[src/common/fvic_map.vh]
// Constants for the four-vector interrupt controller: offsets, bits, vectors.
// Included by the controller design; holds definitions only.
`ifndef FVIC_MAP_VH
`define FVIC_MAP_VH
`define FVIC_ADDR_W 8
`define FVIC_OFF_STATUS 8'h07
`define FVIC_OFF_PFLAGS 8'h16
`define FVIC_OFF_PENABLES 8'h17
`define FVIC_OFF_CORE 8'h06
`define FVIC_BIT_GROUP_FLAG 7
`define FVIC_BIT_TCLK_FLAG 6
`define FVIC_BIT_TZERO_FLAG 5
`define FVIC_BIT_EXT_FLAG 4
`define FVIC_BIT_GROUP_EN 3
`define FVIC_BIT_TCLK_EN 2
`define FVIC_BIT_TZERO_EN 1
`define FVIC_BIT_EXT_EN 0
`define FVIC_BIT_GLOBAL_DIS 4
`define FVIC_BIT_PC_PORT 7
`define FVIC_BIT_PC_T3 6
`define FVIC_BIT_PC_T2 5
`define FVIC_BIT_PC_T1 4
`define FVIC_BIT_PC_CAP2 3
`define FVIC_BIT_PC_CAP1 2
`define FVIC_BIT_PC_TX 1
`define FVIC_BIT_PC_RX 0
`define FVIC_STATUS_RESET 8'h00
`define FVIC_PFLAGS_RESET 8'h00
`define FVIC_PENABLES_RESET 8'h00
`define FVIC_VEC_RESET 16'h0000
`define FVIC_VEC_EXT 16'h0008
`define FVIC_VEC_TZERO 16'h0010
`define FVIC_VEC_TCLK 16'h0018
`define FVIC_VEC_PERIPH 16'h0020
`endif

[src/design/fvic_controller.v]
// Four-vector interrupt controller: flags, enables, priority and vectoring.
// Assumes one instruction clock shared with the core sequencer and sources;
// source strobes other than the two pins are synchronous one-cycle pulses.
//
// Summary of operation
// - Status bit 7 reads OR of peripheral flags masked by peripheral enables.
// - Every flag sets on its event regardless of enables or global disable.
// - Flag set in the cycle its status enable is cleared, globally enabled, core ready: branch to reset.
// - Bit 6 sets on timer clock pin edge, clears on vector 18h.
// - Bit 5 sets on timer zero overflow, clears on vector 10h.
// - Bit 4 sets on external pin edge, clears on vector 08h.
// - Status bits 3..0: group, timer clock, timer zero, external enables.
// - Peripheral enables 7..0: port, t3, t2, t1, cap2, cap1, tx, rx.
// - Peripheral flags use the same bit order as the enables.
// - Port change sets flag; software must end the mismatch first.
// - Timer three flag: overflow with capture one, else period rollover.
// - Timer two flag sets on rollover to zero from its period.
// - Timer one flag: 8-bit period rollover or 16-bit pair rollover.
// - Capture flags set on capture; tx reads empty, rx reads full.
// - Global disable blocks all interrupts; set by reset.
// - Peripheral request needs both group enable and own enable.
// - Acceptance sets global disable, pushes return address, loads vector.
// - Return instruction pops and clears global disable together.
// - Priority: external, timer zero, timer clock pin, peripherals.
// - External pin edge: rising when select set, falling when clear.
// - Timer clock pin edge: rising when select set, falling when clear.
//
// Local design decision: the plain strobed port.
`timescale 1ns/10ps
`include "fvic_map.vh"
module fvic_controller (
    // Clock and reset
    input wire clock,
    input wire reset_n,
    // Register port
    input wire [7:0] regAddr,
    input wire [7:0] regWrData,
    input wire regWrite,
    input wire regRead,
    output reg [7:0] regRdData_q,
    // Request pins and edge selects
    input wire extIrqPin,
    input wire timerClockPin,
    input wire extPinEdgeSelect,
    input wire timerClockEdgeSelect,
    // Timer and capture event strobes and mode selects
    input wire timerZeroOverflow,
    input wire timerOneRollover8,
    input wire timerOneTwoRollover16,
    input wire timerOneWideMode,
    input wire timerTwoRollover,
    input wire timerThreeOverflow,
    input wire timerThreePeriodRollover,
    input wire captureOneSelect,
    input wire captureOneEvent,
    input wire captureTwoEvent,
    // Port and serial status
    input wire portMismatch,
    input wire transmitEmpty,
    input wire receiveFull,
    // Core sequencer
    input wire coreAcceptReady,
    input wire returnFromIrq,
    output reg irqTake_q,
    output reg [15:0] vectorAddr_q,
    output reg pushReturn_q,
    output reg popReturn_q,
    output reg globalIrqDisable_q
);
    // ------------------------------------------------------------
    // Sequencer states
    // ------------------------------------------------------------
    localparam ST_IDLE = 2'b01;
    localparam ST_TAKE = 2'b10;

    reg [1:0] state_q;
    reg [1:0] state_d;
    reg tclkFlag_q;
    reg tzeroFlag_q;
    reg extFlag_q;
    reg [3:0] statusEn_q;
    reg [7:0] pFlags_q;
    reg [7:0] pEnables_q;
    reg [15:0] vec_d;
    reg clrExt;
    reg clrTzero;
    reg clrTclk;
    wire extEdge;
    wire tclkEdge;
    wire groupFlag;
    wire [7:0] pEvents;
    wire [7:0] pNext;
    wire [3:0] pending;
    wire [3:0] enNew;
    wire wrStatus;
    wire wrPFlags;
    wire wrPEnables;
    wire wrCore;
    wire raceHit;
    wire [7:0] statusRead;

    // ------------------------------------------------------------
    // Pin synchronisers
    // ------------------------------------------------------------
    fvic_edge_sync extSync (
        .clock(clock),
        .reset_n(reset_n),
        .pinIn(extIrqPin),
        .risingSel(extPinEdgeSelect),
        .edgeSeen_q(extEdge)
    );

    fvic_edge_sync tclkSync (
        .clock(clock),
        .reset_n(reset_n),
        .pinIn(timerClockPin),
        .risingSel(timerClockEdgeSelect),
        .edgeSeen_q(tclkEdge)
    );

    // ------------------------------------------------------------
    // Decode
    // ------------------------------------------------------------
    assign wrStatus = regWrite & (regAddr == `FVIC_OFF_STATUS);
    assign wrPFlags = regWrite & (regAddr == `FVIC_OFF_PFLAGS);
    assign wrPEnables = regWrite & (regAddr == `FVIC_OFF_PENABLES);
    assign wrCore = regWrite & (regAddr == `FVIC_OFF_CORE);

    // Peripheral events
    // Port mismatch is a level: as long as it stands the flag re-sets
    assign pEvents[`FVIC_BIT_PC_PORT] = portMismatch;
    assign pEvents[`FVIC_BIT_PC_T3] = captureOneSelect ? timerThreeOverflow
                                                       : timerThreePeriodRollover;
    assign pEvents[`FVIC_BIT_PC_T2] = timerTwoRollover;
    assign pEvents[`FVIC_BIT_PC_T1] = timerOneWideMode ? timerOneTwoRollover16
                                                       : timerOneRollover8;
    assign pEvents[`FVIC_BIT_PC_CAP2] = captureTwoEvent;
    assign pEvents[`FVIC_BIT_PC_CAP1] = captureOneEvent;
    assign pEvents[`FVIC_BIT_PC_TX] = 1'b0;
    assign pEvents[`FVIC_BIT_PC_RX] = 1'b0;

    // Set wins over a software clear; serial bits follow their buffer state
    assign pNext = {(wrPFlags ? regWrData[7:2] : pFlags_q[7:2]) | pEvents[7:2],
                    transmitEmpty, receiveFull};

    assign groupFlag = |(pFlags_q & pEnables_q);
    assign statusRead = {groupFlag, tclkFlag_q, tzeroFlag_q, extFlag_q, statusEn_q};

    // Requests that may reach the core
    assign pending[3] = extFlag_q & statusEn_q[`FVIC_BIT_EXT_EN];
    assign pending[2] = tzeroFlag_q & statusEn_q[`FVIC_BIT_TZERO_EN];
    assign pending[1] = tclkFlag_q & statusEn_q[`FVIC_BIT_TCLK_EN];
    assign pending[0] = groupFlag & statusEn_q[`FVIC_BIT_GROUP_EN];

    // An enable dropped in the cycle its flag rises, while enabled globally
    assign enNew = regWrData[3:0];
    assign raceHit = wrStatus & ~globalIrqDisable_q & (
        (extEdge & statusEn_q[`FVIC_BIT_EXT_EN] & ~enNew[`FVIC_BIT_EXT_EN]) |
        (timerZeroOverflow & statusEn_q[`FVIC_BIT_TZERO_EN] & ~enNew[`FVIC_BIT_TZERO_EN]) |
        (tclkEdge & statusEn_q[`FVIC_BIT_TCLK_EN] & ~enNew[`FVIC_BIT_TCLK_EN]) |
        ((|(pEvents & pEnables_q)) & statusEn_q[`FVIC_BIT_GROUP_EN] &
         ~enNew[`FVIC_BIT_GROUP_EN]));

    // ------------------------------------------------------------
    // Priority and sequencing
    // ------------------------------------------------------------
    always @* begin
        state_d = state_q;
        vec_d = `FVIC_VEC_PERIPH;
        clrExt = 1'b0;
        clrTzero = 1'b0;
        clrTclk = 1'b0;
        if (pending[3]) begin
            vec_d = `FVIC_VEC_EXT;
            clrExt = 1'b1;
        end else if (pending[2]) begin
            vec_d = `FVIC_VEC_TZERO;
            clrTzero = 1'b1;
        end else if (pending[1]) begin
            vec_d = `FVIC_VEC_TCLK;
            clrTclk = 1'b1;
        end
        case (state_q)
            ST_IDLE: begin
                if ((raceHit | (|pending)) & ~globalIrqDisable_q & coreAcceptReady) begin
                    state_d = ST_TAKE;
                end
            end
            ST_TAKE: begin
                state_d = ST_IDLE;
            end
            default: begin
                state_d = ST_IDLE;
            end
        endcase
        // Only a real take may clear flags
        if (!((state_q == ST_IDLE) && (state_d == ST_TAKE) && !raceHit)) begin
            clrExt = 1'b0;
            clrTzero = 1'b0;
            clrTclk = 1'b0;
        end
    end

    always @(posedge clock or negedge reset_n) begin
        if (!reset_n) begin
            state_q <= ST_IDLE;
            irqTake_q <= 1'b0;
            pushReturn_q <= 1'b0;
            popReturn_q <= 1'b0;
            vectorAddr_q <= `FVIC_VEC_RESET;
            globalIrqDisable_q <= 1'b1;
        end else begin
            state_q <= state_d;
            popReturn_q <= returnFromIrq;
            if ((state_q == ST_IDLE) && (state_d == ST_TAKE)) begin
                irqTake_q <= 1'b1;
                pushReturn_q <= ~raceHit;
                vectorAddr_q <= raceHit ? `FVIC_VEC_RESET : vec_d;
                globalIrqDisable_q <= 1'b1;
            end else begin
                irqTake_q <= 1'b0;
                pushReturn_q <= 1'b0;
                if (returnFromIrq) begin
                    globalIrqDisable_q <= 1'b0;
                end else if (wrCore) begin
                    globalIrqDisable_q <= regWrData[`FVIC_BIT_GLOBAL_DIS];
                end
            end
        end
    end

    // ------------------------------------------------------------
    // Registers
    // ------------------------------------------------------------
    always @(posedge clock or negedge reset_n) begin
        if (!reset_n) begin
            statusEn_q <= 4'h0;
            extFlag_q <= 1'b0;
            tzeroFlag_q <= 1'b0;
            tclkFlag_q <= 1'b0;
            pFlags_q <= `FVIC_PFLAGS_RESET;
            pEnables_q <= `FVIC_PENABLES_RESET;
            regRdData_q <= 8'h00;
        end else begin
            if (wrStatus) begin
                statusEn_q <= regWrData[3:0];
            end
            if (wrPEnables) begin
                pEnables_q <= regWrData;
            end
            pFlags_q <= pNext;
            // Event beats both software write and vector clear
            extFlag_q <= extEdge |
                (~clrExt & (wrStatus ? regWrData[`FVIC_BIT_EXT_FLAG] : extFlag_q));
            tzeroFlag_q <= timerZeroOverflow |
                (~clrTzero & (wrStatus ? regWrData[`FVIC_BIT_TZERO_FLAG] : tzeroFlag_q));
            tclkFlag_q <= tclkEdge |
                (~clrTclk & (wrStatus ? regWrData[`FVIC_BIT_TCLK_FLAG] : tclkFlag_q));
            if (regRead) begin
                case (regAddr)
                    `FVIC_OFF_STATUS: regRdData_q <= statusRead;
                    `FVIC_OFF_PFLAGS: regRdData_q <= pFlags_q;
                    `FVIC_OFF_PENABLES: regRdData_q <= pEnables_q;
                    `FVIC_OFF_CORE: regRdData_q <= {3'b000, globalIrqDisable_q, 4'h0};
                    default: regRdData_q <= 8'h00;
                endcase
            end else begin
                regRdData_q <= 8'h00;
            end
        end
    end
endmodule

[src/design/fvic_edge_sync.v]
// Pin synchroniser with selectable edge detector, one per request pin.
// Assumes the pin is asynchronous to clock; risingSel is a register on clock.
`timescale 1ns/10ps
module fvic_edge_sync (
    // Clock and reset
    input wire clock,
    input wire reset_n,
    // Pin and edge choice
    input wire pinIn,
    input wire risingSel,
    // Result
    output reg edgeSeen_q
);
    reg meta_q;
    reg sync_q;
    reg last_q;
    reg [1:0] fill_q;

    // Only the second stage and later are looked at
    always @(posedge clock or negedge reset_n) begin
        if (!reset_n) begin
            meta_q <= 1'b0;
            sync_q <= 1'b0;
            last_q <= 1'b0;
            fill_q <= 2'h0;
            edgeSeen_q <= 1'b0;
        end else begin
            meta_q <= pinIn;
            sync_q <= meta_q;
            last_q <= sync_q;
            // Pipe holds reset zeros until filled; a high idle pin must not look like an edge
            if (fill_q != 2'h3) begin
                fill_q <= fill_q + 2'h1;
            end
            edgeSeen_q <= (fill_q == 2'h3) &
                (risingSel ? (sync_q & ~last_q) : (~sync_q & last_q));
        end
    end
endmodule

[config.mk]
export PLATFORM = sky130hd
export DESIGN_NAME = fvic_controller
export DESIGN_NICKNAME = d
export VERILOG_FILES = /design/src/design/fvic_controller.v /design/src/design/fvic_edge_sync.v
export VERILOG_INCLUDE_DIRS = /design/src /design/src/common
export SDC_FILE = /design/constraint.sdc
export NUM_CORES = 1
export LEC_CHECK = 0
export ABC_CLOCK_PERIOD_IN_PS = 3300
export BUFFER_PORTS_ARGS = -buffer_cell sky130_fd_sc_hd__buf_2
export CAP_MARGIN = 20
export CORE_ASPECT_RATIO = 1.2
export CORE_MARGIN = 1.5
export CORE_UTILIZATION = 50
export CTS_BUF_LIST = sky130_fd_sc_hd__clkbuf_16
export CTS_CLUSTER_SIZE = 40
export DETAILED_ROUTE_END_ITERATION = 8
export GPL_TIMING_DRIVEN = 0
export PLACE_DENSITY = 0.77
export SLEW_MARGIN = 15
export SYNTH_ARGS = -nofsm -noshare
export SYNTH_HDL_FRONTEND = slang
export SYNTH_SLANG_ARGS = --single-unit
[constraint.sdc]
create_clock -name clock -period 3.3 [get_ports clock]
set_input_delay 0.495 -clock clock [delete_from_list [all_inputs] [get_ports clock]]
set_output_delay 0.495 -clock clock [all_outputs]
set_load 0.005 [all_outputs]
==> impl_results.md <==
* Status: finished, final reports clean
* Gr ovfl total at 0
* Clock network power share at 0.358
* Ys async rst share at 1.00
* Ys flop type: dfrtp_1
* Fin. Hold Viols at 0
* Worst-path clk slew at about 0.070 ns
* Placer Congestion at 0.803
* Setup TNS at 0 ns
* Worst setup EP type: flop
* Global-route wire length before repair at 8.20 mm
* Reg-to-reg startpoint: pEnables_q[0]$_DFFE_PN0P_
* FF+latch count, synth at between 50 and 60
* Final period util at 0.600
* CTS tree: built
* Post-synthesis adder-cell area fraction at 0.0101
* Clock sinks at 52
* Later-pin clock latency in the skew report at 0.29 ns
* Pre-Repair DR Iteration Count at 4
* Vias in the first global route at 1,753
* Final wirelength at 4.96 mm
* Port Buffers at 53
* Number of fillers in the final layout at ~400
* Reg area at about 1300 um2
* Complex-gate fraction of the synthesized area at 0.130
* Clock Tree Buf Depth at 2
* Multi-input gate area at 1080 um2
* Syn Inst Count at 202
* Unrepaired setup endpoints after global routing: false
* WP data arrival at around 2.2 ns
* Seq pwr share at 0.507
* Post-synthesis sequential area ratio at 0.527
* Placed Cells at 325
* DR vias at 1,779
* Finished Layout Cells at 333
* Core Area at between 4000 and 5000 um2
* Yosys cell types at 47
* FP Rows at 27
* Die area at 5390 um2
* Worst Skew at 0.00763 ns
* First DRT Iteration DRCs at 96
* Initial antenna violation count at 0
* Largest family of logic cells by synthesized area: simple AND/OR/NAND/NOR gates
* GRT Util Overall at 0.205
* Slew Limit Headroom at 0.571
* DRC at 0
* Layout cells sized above 1 at 0.400
* Achievable Freq at 505 MHz
* Max Cap Viol at 0
* Antenna-violating nets left at 0
* Htree depth at 2
* Minimum clock period at approximately 2.0 ns
* EDFF count, synth at 0
* Setup violations, final at 0
* Num CTS Buffers at 5
* Switch share at 0.242
* Leak at approximately 1.4 nW
* Synthesized cell area at 2480 um2
* Resized cells post-CTS at 0
* Largest net degree at the start of global routing at 53
* Ys Warns at 0
* Crit path launch: pEnables_q[0]$_DFFE_PN0P_
* Starting density of the core at 0.531
* Worst EP required at 3.52 ns
* Crit start category: flop
* PD cells at 465 nW/um2
* Number of vias per cell at 5.34
* Post-synthesis mux area share at 0.133
* Synth Area in Simple Gates at 0.135
* Root buffer cell: clkbuf_16
* Synth Area per Inst at approximately 12 um2
* Die H at 80.1 um
* Internal Pwr Total at 1.06 mW
* Area delta synth->final at 21.4%
* Wire per inst at roughly 15 um
* NumNets Final at 315
* HP Class: in -> async
* Io pins at 67
* Crit path max fanout at 7
* Xor/xnor cell area share of the yosys netlist at 0.00707
* Diode count at 0
* HPWL Detailed at 3.61 mm
* Max-slew violations at 0
* Peak supply drop at just under 0.4 mV
* Crit Path Category: reg -> reg
* Combinational power share at 0.135
* Setup bufs post-CTS at 0
* Die width at 67.2 um
* Tightest Pin Transition at between 0.6 and 0.7 ns
* CTS Hold Bufs at 0
* Switching Power at approximately 0.34 mW
==> path summary, 6_finish.rpt <==
path	slack, ns	cells after the start	to
worst min-delay path	0.23	1	pushReturn_q$_DFF_PN0_
max in group asynchronous	2.65	1	pEnables_q[4]$_DFFE_PN0P_
worst max-delay path	1.32	5	vectorAddr_q[3]$_DFFE_PN0P_
worst min register to register	0.35	0	tclkSync.sync_q$_DFF_PN0_
worst max register to register	1.32	5	vectorAddr_q[3]$_DFFE_PN0P_
min in group clock	0.31	1	extSync.meta_q$_DFF_PN0_
==> power by group through the flow <==
stage	Combinational [mW]	Sequential, mW	Clock [mW]
after floorplan	0.107	0.716	0
after global placement	0.187	0.718	0
after global routing	0.209	0.714	0.536
after detailed placement	0.189	0.720	0
final	0.189	0.709	0.500
after CTS	0.191	0.709	0.511
==> worst max-delay path, stage by stage (launching register included) <==
cell     delay, ns
dfrtp_1       0.40
a22o_1        0.26
o41ai_1       0.59
a21oi_1       0.20
a31oi_4       0.27
a22o_2        0.19
==> state kept, by name (all words and copies together), names as in the netlist, 2 cells and up <==
register and cells:
pEnables_q 8, pFlags_q 8, regRdData_q 8, statusEn_q 4, vectorAddr_q 3, extSync.fill_q 2, state_q 2, tclkSync.fill_q 2
==> logic make-up after synthesis <==
group | after synthesis
AO/OA/AOI/OAI | 41
XOR/XNOR | 2
adder cells (fa/ha/maj) | 2
buffers and inverters | 23
flip-flops | 52
multiplexers | 29
other | 1
AND/OR/NAND/NOR | 52
==> routing by layer <==
metal | GRT usage | vias to the layer above | routed length, um
li1 | - | 847 | -
met1 | 0.263 | 871 | 2040
met2 | 0.349 | 54 | 2560
met3 | 0.0322 | 7 | 291
met4 | 0.0694 | 0 | 59
met5 | 0 | - | 0
==> per-stage QoR <==
step | setup WS (ns) | utilization | total power [mW] | instance area, um2 | hold WS (ns)
after floorplan | 1.38 | - | 0.823 | 2520 | 0.199
after global placement | 1.10 | 0.613 | 0.905 | 2860 | 0.332
after detailed placement | 1.12 | 0.613 | 0.909 | 2860 | 0.341
after CTS | 1.34 | 0.644 | 1.41 | 3000 | 0.303
after global routing | 1.22 | 0.645 | 1.46 | 3010 | 0.282
final | 1.32 | 0.645 | 1.40 | 3010 | 0.229
==> final cells by class <==
type,count,area share
Multi-Input combinational cell,139,0.359
Timing Repair Buffer,53,0.0891
Buffer,19,0.0412
Clock inverter,3,0.00624
Inverter,4,0.00500
Clock buffer,5,0.0416
Sequential cell,52,0.434
Tap cell,58,0.0241
==> cells in the final DEF (no fill, tap or decap), types with 5 or more instances in the layout <==
| cell | netlist | layout |
|---|---|---|
| a21oi_1 | 9 | 9 |
| a22o_1 | 5 | 5 |
| buf_2 | 3 | 55 |
| buf_4 | 13 | 14 |
| clkbuf_16 | 0 | 5 |
| conb_1 | 1 | 13 |
| dfrtp_1 | 50 | 50 |
| mux2_2 | 21 | 21 |
| mux2i_1 | 7 | 7 |
| nand2_1 | 16 | 16 |
| nand3b_1 | 7 | 7 |
| nor2b_1 | 9 | 9 |
==> synth_stat cells (2+ instances only) <==
library cell	number	area [um2]
nor2b_1	9	56.3
mux2_2	21	236
nand2_1	16	60.1
dfstp_2	2	52.6
clkbuf_1	3	11.3
mux2i_1	7	70.1
and3b_1	2	17.5
or3b_2	2	17.5
nor2_1	4	15.0
xnor2_1	2	17.5
a21boi_0	3	22.5
o41ai_1	2	17.5
o21ai_0	3	15.0
inv_1	4	15.0
a22o_1	5	43.8
dfrtp_1	50	1250
and3_1	2	12.5
a22o_2	2	20.0
nand3b_1	7	52.6
a32o_1	2	20.0
buf_4	13	97.6
ha_1	2	25.0
a21oi_1	9	45.0
a22oi_1	2	15.0
buf_2	3	15.0
a211o_1	4	35.0
Power figures use the tool's default switching activity.
